--- config.mk ---
export PLATFORM = sky130hd
export DESIGN_NAME = psc_power_ctrl
export DESIGN_NICKNAME = d
export VERILOG_FILES = /design/src/psc_pkg.sv /design/src/psc_clk_div.sv /design/src/psc_power_ctrl.sv
export SDC_FILE = /design/constraint.sdc
export NUM_CORES = 1
export LEC_CHECK = 0
export CORE_MARGIN = 3
export CORE_UTILIZATION = 45
export DETAILED_ROUTE_END_ITERATION = 8
export DONT_BUFFER_PORTS = 1
export GPL_ROUTABILITY_DRIVEN = 0
export PLACE_DENSITY = 0.7
export REMOVE_ABC_BUFFERS = 1
export SLEW_MARGIN = 20
export SYNTH_ARGS = -nofsm -noshare
export SYNTH_HDL_FRONTEND = slang
export SYNTH_SLANG_ARGS = --single-unit
export TNS_END_PERCENT = 5
--- constraint.sdc ---
create_clock -name core_clk_i -period 1.85 [get_ports core_clk_i]
set_input_delay 0.555 -clock core_clk_i [delete_from_list [all_inputs] [get_ports core_clk_i]]
set_output_delay 0.555 -clock core_clk_i [all_outputs]
set_load 0.05 [all_outputs]
--- src/psc_pkg.sv ---
package psc_pkg;

    // ---------------------------------------------------------------
    // register map
    // ---------------------------------------------------------------
    localparam logic [7:0] OSC_CTRL_OFFSET = 8'h00;
    localparam logic [7:0] PERIPH_IDLE_OFFSET = 8'h04;
    localparam logic [7:0] PWR_STATUS_OFFSET = 8'h08;
    localparam logic [7:0] CLK_SWITCH_OFFSET = 8'h0c;

    localparam int SLEEP_SELECT_BIT = 4;
    localparam int DIV_LSB = 19;
    localparam int DIV_MSB = 20;
    localparam logic [31:0] OSC_CTRL_RESET = 32'h0000_0000;
    localparam logic [31:0] PERIPH_IDLE_RESET = 32'h0000_0000;
    localparam int NUM_PERIPH = 8;
    localparam int PRIO_W = 3;

    // ---------------------------------------------------------------
    // divisor encodings
    // ---------------------------------------------------------------
    localparam logic [1:0] DIV_1 = 2'h0;
    localparam logic [1:0] DIV_2 = 2'h1;
    localparam logic [1:0] DIV_4 = 2'h2;
    localparam logic [1:0] DIV_8 = 2'h3;

    // ---------------------------------------------------------------
    // timing
    // ---------------------------------------------------------------
    localparam int CLK_PERIOD_PS = 5000;
    localparam int OSC_START_US = 1000;
    localparam int PLL_LOCK_US = 2000;
    localparam int OSC_START_CYC = (OSC_START_US * 1000000 + CLK_PERIOD_PS - 1) / CLK_PERIOD_PS;
    localparam int PLL_LOCK_CYC = (PLL_LOCK_US * 1000000 + CLK_PERIOD_PS - 1) / CLK_PERIOD_PS;

    localparam logic [1:0] AXI_OKAY = 2'h0;
    localparam logic [1:0] AXI_SLVERR = 2'h2;

    typedef enum logic [1:0] {
        PSC_RUN,
        PSC_IDLE,
        PSC_SLEEP
    } psc_mode_t;

    typedef struct packed {
        logic valid;
        logic [PRIO_W-1:0] prio;
    } psc_irq_t;

endpackage : psc_pkg

--- src/psc_clk_div.sv ---
`timescale 1ns/1ps
module psc_clk_div (
    input wire logic core_clk_i,
    input wire logic rst_b_i,
    input wire logic [1:0] div_sel_i,
    input wire logic run_i,
    output logic pb_edge_o
);

    logic [2:0] cnt;
    logic [2:0] limit;

    // ---------------------------------------------------------------
    // ratio decode
    // ---------------------------------------------------------------
    always_comb begin
        case (div_sel_i)
            psc_pkg::DIV_1: limit = 3'h0;
            psc_pkg::DIV_2: limit = 3'h1;
            psc_pkg::DIV_4: limit = 3'h3;
            psc_pkg::DIV_8: limit = 3'h7;
            default: limit = 3'h0;
        endcase
    end

    always_ff @(posedge core_clk_i or negedge rst_b_i) begin
        if (!rst_b_i) begin
            cnt <= 3'h0;
        end else if (!run_i || cnt >= limit) begin
            cnt <= 3'h0;
        end else begin
            cnt <= cnt + 3'h1;
        end
    end

    assign pb_edge_o = run_i && (cnt >= limit);

endmodule : psc_clk_div

--- src/psc_power_ctrl.sv ---
// Our own choices: the placing of the registers and the AXI4-Lite register port.
`timescale 1ns/1ps
// Summary of operation
// RL1: sleep wakes on higher-priority enabled interrupt
// RL2: any reset ends sleep
// RL3: watchdog time-out wakes from sleep
// RL4: low-priority interrupt in sleep moves to idle
// RL5: idle halts processor, system clock runs
// RL6: stop_in_idle bit stops peripheral in idle
// RL7: wait with sleep_select clear enters idle
// RL8: idle wakes on higher-priority interrupt, not on lower or equal
// RL9: any reset ends idle
// RL10: watchdog time-out wakes from idle
// RL11: peripheral clock is system clock /1,/2,/4,/8
// RL12: core-side users keep undivided system clock
// RL13: peripheral read completes at next peripheral edge
// RL14: disabled crystal/pll source waits start-up and lock
// RL15: leaving idle adds no start-up delay
// RL16: no debug freeze behaviour
// RL17: divisor codes 00,01,10,11 give 1,2,4,8
// RL18: wait with sleep_select set enters sleep
module psc_power_ctrl #(
    parameter int OSC_START_CYCLES = psc_pkg::OSC_START_CYC,
    parameter int PLL_LOCK_CYCLES = psc_pkg::PLL_LOCK_CYC
) (
    input wire logic core_clk_i,
    input wire logic rst_b_i,
    input wire logic [7:0] s_axi_awaddr,
    input wire logic s_axi_awvalid,
    output logic s_axi_awready,
    input wire logic [31:0] s_axi_wdata,
    input wire logic [3:0] s_axi_wstrb,
    input wire logic s_axi_wvalid,
    output logic s_axi_wready,
    output logic [1:0] s_axi_bresp,
    output logic s_axi_bvalid,
    input wire logic s_axi_bready,
    input wire logic [7:0] s_axi_araddr,
    input wire logic s_axi_arvalid,
    output logic s_axi_arready,
    output logic [31:0] s_axi_rdata,
    output logic [1:0] s_axi_rresp,
    output logic s_axi_rvalid,
    input wire logic s_axi_rready,
    input wire logic wait_exec_i,
    input wire psc_pkg::psc_irq_t irq_i,
    input wire logic irq_sleep_capable_i,
    input wire logic [psc_pkg::PRIO_W-1:0] cpu_prio_i,
    input wire logic wdt_timeout_i,
    input wire logic debug_halt_i,
    input wire logic periph_rd_req_i,
    output logic periph_rd_done_o,
    output logic cpu_halt_o,
    output logic cpu_wake_o,
    output logic sys_clk_en_o,
    output logic pb_clk_en_o,
    output logic [psc_pkg::NUM_PERIPH-1:0] periph_run_o,
    output logic src_ready_o
);

    psc_pkg::psc_mode_t mode;
    psc_pkg::psc_mode_t next_mode;
    logic [31:0] osc_ctrl;
    logic [psc_pkg::NUM_PERIPH-1:0] stop_in_idle;
    logic pb_edge;
    logic rd_pending;
    logic [31:0] src_cnt;
    logic wake_irq;
    logic low_irq;
    logic aw_hold;
    logic w_hold;
    logic [7:0] aw_addr;
    logic [31:0] w_data;
    logic [3:0] w_strb;
    logic do_write;

    // ---------------------------------------------------------------
    // helpers
    // ---------------------------------------------------------------
    function automatic logic [31:0] apply_strb(input logic [31:0] old_v,
                                                input logic [31:0] new_v,
                                                input logic [3:0] strb);
        logic [31:0] res;
        res = old_v;
        for (int i = 0; i < 4; i++) begin
            if (strb[i]) begin
                res[i*8 +: 8] = new_v[i*8 +: 8];
            end
        end
        return res;
    endfunction : apply_strb

    // ---------------------------------------------------------------
    // wake decode
    // ---------------------------------------------------------------
    // debug_halt_i deliberately unused: no freeze path [RL16]
    assign wake_irq = irq_i.valid && (irq_i.prio > cpu_prio_i); // [RL1] [RL8]
    assign low_irq = irq_i.valid && !(irq_i.prio > cpu_prio_i);

    // ---------------------------------------------------------------
    // mode state machine
    // ---------------------------------------------------------------
    always_comb begin
        next_mode = mode;
        case (mode)
            psc_pkg::PSC_RUN: begin
                if (wait_exec_i) begin
                    if (osc_ctrl[psc_pkg::SLEEP_SELECT_BIT]) begin
                        next_mode = psc_pkg::PSC_SLEEP; // [RL18]
                    end else begin
                        next_mode = psc_pkg::PSC_IDLE; // [RL7]
                    end
                end
            end
            psc_pkg::PSC_IDLE: begin
                if (wdt_timeout_i || wake_irq) begin
                    next_mode = psc_pkg::PSC_RUN; // [RL8] [RL10] [RL15]
                end
            end
            psc_pkg::PSC_SLEEP: begin
                if (wdt_timeout_i || (wake_irq && irq_sleep_capable_i)) begin
                    next_mode = psc_pkg::PSC_RUN; // [RL1] [RL3]
                end else if (low_irq && irq_sleep_capable_i) begin
                    next_mode = psc_pkg::PSC_IDLE; // [RL4]
                end
            end
            default: next_mode = psc_pkg::PSC_RUN;
        endcase
    end

    // any reset returns to run through the reset path
    always_ff @(posedge core_clk_i or negedge rst_b_i) begin
        if (!rst_b_i) begin
            mode <= psc_pkg::PSC_RUN; // [RL2] [RL9]
        end else begin
            mode <= next_mode;
        end
    end

    // ---------------------------------------------------------------
    // clock gating outputs
    // ---------------------------------------------------------------
    always_ff @(posedge core_clk_i or negedge rst_b_i) begin
        if (!rst_b_i) begin
            cpu_halt_o <= 1'b0;
            cpu_wake_o <= 1'b0;
            sys_clk_en_o <= 1'b1;
            pb_clk_en_o <= 1'b1;
        end else begin
            cpu_halt_o <= (next_mode != psc_pkg::PSC_RUN); // [RL5]
            cpu_wake_o <= (mode != psc_pkg::PSC_RUN) && (next_mode == psc_pkg::PSC_RUN);
            sys_clk_en_o <= (next_mode != psc_pkg::PSC_SLEEP); // [RL5] [RL12]
            pb_clk_en_o <= (next_mode != psc_pkg::PSC_SLEEP); // [RL4] [RL18]
        end
    end

    generate
        for (genvar g = 0; g < psc_pkg::NUM_PERIPH; g++) begin : g_periph
            always_ff @(posedge core_clk_i or negedge rst_b_i) begin
                if (!rst_b_i) begin
                    periph_run_o[g] <= 1'b1;
                end else begin
                    periph_run_o[g] <= (next_mode == psc_pkg::PSC_RUN) ||
                        (next_mode == psc_pkg::PSC_IDLE && !stop_in_idle[g]); // [RL6]
                end
            end
        end
    endgenerate

    // ---------------------------------------------------------------
    // peripheral clock divider and read stretch
    // ---------------------------------------------------------------
    psc_clk_div u_div (
        .core_clk_i(core_clk_i),
        .rst_b_i(rst_b_i),
        .div_sel_i(osc_ctrl[psc_pkg::DIV_MSB:psc_pkg::DIV_LSB]), // [RL11] [RL17]
        .run_i(mode != psc_pkg::PSC_SLEEP),
        .pb_edge_o(pb_edge)
    );

    always_ff @(posedge core_clk_i or negedge rst_b_i) begin
        if (!rst_b_i) begin
            rd_pending <= 1'b0;
            periph_rd_done_o <= 1'b0;
        end else begin
            periph_rd_done_o <= 1'b0;
            if ((rd_pending || periph_rd_req_i) && pb_edge) begin
                rd_pending <= 1'b0;
                periph_rd_done_o <= 1'b1; // [RL13]
            end else if (periph_rd_req_i) begin
                rd_pending <= 1'b1;
            end
        end
    end

    // ---------------------------------------------------------------
    // clock source switch delay
    // ---------------------------------------------------------------
    always_ff @(posedge core_clk_i or negedge rst_b_i) begin
        if (!rst_b_i) begin
            src_cnt <= 32'h0;
            src_ready_o <= 1'b1;
        end else if (do_write && aw_addr == psc_pkg::CLK_SWITCH_OFFSET && w_data[0]) begin
            src_cnt <= 32'(OSC_START_CYCLES) + (w_data[1] ? 32'(PLL_LOCK_CYCLES) : 32'h0); // [RL14]
            src_ready_o <= 1'b0;
        end else if (src_cnt > 32'h1) begin
            src_cnt <= src_cnt - 32'h1;
        end else begin
            src_cnt <= 32'h0;
            src_ready_o <= 1'b1;
        end
    end

    // ---------------------------------------------------------------
    // axi4-lite write
    // ---------------------------------------------------------------
    assign do_write = aw_hold && w_hold && !s_axi_bvalid;

    always_ff @(posedge core_clk_i or negedge rst_b_i) begin
        if (!rst_b_i) begin
            aw_hold <= 1'b0;
            w_hold <= 1'b0;
            aw_addr <= 8'h0;
            w_data <= 32'h0;
            w_strb <= 4'h0;
            s_axi_awready <= 1'b0;
            s_axi_wready <= 1'b0;
            s_axi_bvalid <= 1'b0;
            s_axi_bresp <= psc_pkg::AXI_OKAY;
        end else begin
            s_axi_awready <= !aw_hold && !s_axi_awready && s_axi_awvalid;
            s_axi_wready <= !w_hold && !s_axi_wready && s_axi_wvalid;
            if (s_axi_awvalid && s_axi_awready) begin
                aw_hold <= 1'b1;
                aw_addr <= s_axi_awaddr;
            end
            if (s_axi_wvalid && s_axi_wready) begin
                w_hold <= 1'b1;
                w_data <= s_axi_wdata;
                w_strb <= s_axi_wstrb;
            end
            if (do_write) begin
                aw_hold <= 1'b0;
                w_hold <= 1'b0;
                s_axi_bvalid <= 1'b1;
                s_axi_bresp <= (aw_addr == psc_pkg::OSC_CTRL_OFFSET ||
                                aw_addr == psc_pkg::PERIPH_IDLE_OFFSET ||
                                aw_addr == psc_pkg::CLK_SWITCH_OFFSET) ?
                               psc_pkg::AXI_OKAY : psc_pkg::AXI_SLVERR;
            end else if (s_axi_bready) begin
                s_axi_bvalid <= 1'b0;
            end
        end
    end

    always_ff @(posedge core_clk_i or negedge rst_b_i) begin
        if (!rst_b_i) begin
            osc_ctrl <= psc_pkg::OSC_CTRL_RESET;
            stop_in_idle <= psc_pkg::NUM_PERIPH'(psc_pkg::PERIPH_IDLE_RESET);
        end else if (do_write) begin
            if (aw_addr == psc_pkg::OSC_CTRL_OFFSET) begin
                osc_ctrl <= apply_strb(osc_ctrl, w_data, w_strb);
            end
            if (aw_addr == psc_pkg::PERIPH_IDLE_OFFSET) begin
                stop_in_idle <= psc_pkg::NUM_PERIPH'(
                    apply_strb(32'(stop_in_idle), w_data, w_strb));
            end
        end
    end

    // ---------------------------------------------------------------
    // axi4-lite read
    // ---------------------------------------------------------------
    always_ff @(posedge core_clk_i or negedge rst_b_i) begin
        if (!rst_b_i) begin
            s_axi_arready <= 1'b0;
            s_axi_rvalid <= 1'b0;
            s_axi_rdata <= 32'h0;
            s_axi_rresp <= psc_pkg::AXI_OKAY;
        end else begin
            s_axi_arready <= !s_axi_rvalid && !s_axi_arready && s_axi_arvalid;
            if (s_axi_arvalid && s_axi_arready) begin
                s_axi_rvalid <= 1'b1;
                s_axi_rresp <= psc_pkg::AXI_OKAY;
                case (s_axi_araddr)
                    psc_pkg::OSC_CTRL_OFFSET: s_axi_rdata <= osc_ctrl;
                    psc_pkg::PERIPH_IDLE_OFFSET: s_axi_rdata <= 32'(stop_in_idle);
                    psc_pkg::PWR_STATUS_OFFSET: s_axi_rdata <= {29'h0, src_ready_o, 2'(mode)};
                    psc_pkg::CLK_SWITCH_OFFSET: s_axi_rdata <= 32'h0;
                    default: begin
                        s_axi_rdata <= 32'h0;
                        s_axi_rresp <= psc_pkg::AXI_SLVERR;
                    end
                endcase
            end else if (s_axi_rready) begin
                s_axi_rvalid <= 1'b0;
            end
        end
    end
endmodule : psc_power_ctrl

==> impl_metrics.yaml <==
flow_run:
  drv_cap: 0
logic_synthesis:
  syn_avg_cell_area_sq_um: 13.0
  asyncSetResetFlopFracSynth: 1.00
  ys_seq_area_frac: 0.601
  synthFlopType: "dfrtp_1"
  synthDistinctLibCells: 48
  synth_cells: 567
  synth-seq-cells: 176
  yosysWarnings: 0
  syn_area_sq_um: 7350
  synth-edff-count: 0
setup_path:
  endpoint_kind: "register"
  critical_path_class: "register to register"
  worstPathRequired_ns: 2.21
  critPathMaxFanout: 3
  critical_path.cell_chain: "nor4_4 > buf_4 > nand4_4 > or4_4 > nor4_4 > a31o_1"
  cp-start-kind: "register"
  timing.critical_path.to: "src_cnt[31]$_DFF_PN0_"
  regToRegStartpoint: "src_cnt[5]$_DFF_PN0_"
  slowest_delay_ns: 0.52
  r2r_cells: 6
  rr_endpoint: "src_cnt[31]$_DFF_PN0_"
  crit_top_cell: "nor4_4"
  critPathArrivalTime_ns: 2.21
  startpoint: "src_cnt[5]$_DFF_PN0_"
  slowest_stage: "or4_4"
  r2r_slack_ns: -0.006
pwr:
  ir_drop_mv: 0.749
  power_density_nw_per_um2: 1450
  leakage_uw: 0.00401
  power_uw: 12800
timing:
  fin_crit_ns: 1.86
  fmax_mhz: 539
  finalMaxSlewViolations: 0
  worst_slack_ns: -0.00622
  hold_viol: 166
  rsz0062_at_grt: "true"
  maxSlewHeadroom: 0.644
  post-route-period-util: 1.00
  finClkSkew_ns: 0.0101
  tightest_slew_ns: 0.534
  setup_violations: 1
  holdWs_ns: -0.164
clocking:
  worstSkewPairLatency_ns: 0.42
  cts_sinks: 176
  root_buffer: "clkbuf_16"
  numCtsBuffers: 17
  h-tree-depth: 4
  path_clk_slew_ns: 0.07
  clockBufferDepth: 2
  cts_tree: "yes"
layout:
  fin_nets: 704
  n_fill_cell: 1332
  drive_above_1_share: 0.353
  stdcell_count: 854
  area_growth_pct: 19.6
placed_design:
  placedCellCount: 819
  place_ws_ns: -0.152
  portBuffers: 0
  post-dp-hpwl_um: 10500
floorplanning:
  die-area_sq_um: 17900
  fp.dieW_um: 134
  boundaryPins: 126
  die_height_um: 134
  start_util: 0.461
  fp.coreArea_sq_um: 15900
  rows: 46
detailed_routing:
  final_antenna_net_count: 0
  vias: 4599
  drc_errors: 0
  drt_iter0_drc: 232
  wl_per_cell_um: 17.9
  dr.pass1.iters: 4
  vias_per_cell: 5.39
  routed_wl_um: 15200
global_route:
  grt_pass1_wl_um: 25100
  grt_max_degree: 177
  antenna_found_initial: 2
  grt_pass1_vias: 4881
  globalRouteOverflowTotal: 0
  grt.total_usage: 0.176
status:
  outcome: "complete, but fails checks"
  violations: "negative hold slack, negative setup slack"
worst_hold_path:
  hp-class: "primary input to asynchronous set/reset pin"
[worst min-delay path by stage]
stage                                        endpoint  cells past startpoint
after global routing             src_cnt[0]$_DFF_PN0_                      0
after global placement          src_cnt[27]$_DFF_PN0_                      0
after CTS                 s_axi_rdata[27]$_DFFE_PN0P_                      0
after detailed placement        w_data[1]$_DFFE_PN0P_                      0
after floorplan                aw_addr[0]$_DFFE_PN0P_                      0
final                           src_cnt[27]$_DFF_PN0_                      0
[cell usage after synthesis, drive strengths merged, types with 10 or more instances]
library cell / n / area share
a21oi: 13 / 0.0089
a22o: 24 / 0.029
dfrtp: 166 / 0.57
dfstp: 10 / 0.036
inv: 17 / 0.0087
mux2: 84 / 0.13
mux2i: 10 / 0.014
nand2: 37 / 0.021
nor2: 45 / 0.023
nor3: 13 / 0.0089
nor4: 14 / 0.023
o21ai: 24 / 0.016
xnor2: 22 / 0.026
[where the power goes]
group | total, uW | internal (uW) | switching [uW]
Sequential | 6020 | 4890 | 1130
Clock | 3650 | 2150 | 1500
Combinational | 3100 | 1660 | 1440
Total | 12800 | 8700 | 4060
[flip-flops by register name (all words and copies together), names as in the netlist, 2 cells and up]
name / count
osc_ctrl: 32
s_axi_rdata: 32
src_cnt: 32
w_data: 32
aw_addr: 8
periph_run_o: 8
stop_in_idle: 8
w_strb: 4
u_div.cnt: 3
mode: 2
[final cells by class]
cell class                      count  area [sq um]  area share
Timing Repair Buffer               52           439      0.0499
Clock inverter                     10           124      0.0141
Multi-Input combinational cell    360          2990       0.340
Inverter                           17          63.8     0.00726
Antenna cell                        1          2.50    0.000285
Sequential cell                   176          4420       0.503
Tap cell                          216           270      0.0307
Clock buffer                       22           484      0.0551
[metal layers]
| layer | track usage | up-vias | part of all wire |
|---|---|---|---|
| li1 | - | 2110 | - |
| met2 | 0.280 | 99 | 0.49 |
| met5 | 0 | - | 0.00085 |
| met1 | 0.221 | 2372 | 0.42 |
| met3 | 0.0724 | 16 | 0.076 |
| met4 | 0.0594 | 2 | 0.016 |
[critical path: cells and delay by family (launching register included)]
kind	cells	cell delay, ns
compound gates	1	0.14
simple gates	4	1.05
flops	1	0.43
buf+inv	1	0.17
[cell usage in the layout (no fill, tap or decap), types with 3 or more instances in the layout]
master / instances
buf_6: 3
xnor2_1: 21
ha_1: 8
dfstp_2: 9
mux2i_1: 10
or2_2: 4
buf_12: 3
nor4_1: 3
o21ai_1: 3
nand3_1: 9
or3_1: 5
dfrtp_1: 164
nor3b_1: 3
o22ai_1: 4
nor3_1: 8
nor4_4: 8
clkinvlp_4: 4
nand2_2: 4
nand4_1: 4
clkbuf_8: 4
mux2_2: 84
nor2_1: 42
nand2b_1: 3
a21oi_1: 12
o21ai_0: 21
a22o_1: 24
nand2_4: 4
nand2_1: 29
xor2_1: 5
nor4_2: 3
inv_1: 16
or4_4: 3
buf_4: 46
nor3_2: 4
nor2b_1: 4
clkbuf_16: 17
[cell families after synthesis]
kind of cell,after synthesis,share of synthesized area
flip-flops,176,0.601
AND/OR/NAND/NOR,156,0.125
multiplexers,94,0.142
AO/OA/AOI/OAI,72,0.0649
buffers and inverters,32,0.0194
XOR/XNOR,27,0.0322
adder cells (fa/ha/maj),9,0.0153
other,1,0.000510
[through the flow]
step / area (sq um) / TNS [ns] / util
final: 8790 / -0.00622 / 0.552
after global routing: 8790 / -0.575 / 0.551
after CTS: 8670 / -0.276 / 0.544
after detailed placement: 7960 / -5.71 / 0.499
after global placement: 7960 / -2.19 / 0.499
after floorplan: 7280 / -29.30 / -
[timing repair]
action / in CTS / in global routing
setup buffers: 2 / 0
hold endpoints to repair: 176 / 166
resized for setup: 17 / 27
pin swaps: 6 / 8
endpoints found under the setup margin: 56 / 70
(Power assumes the default switching activity.)
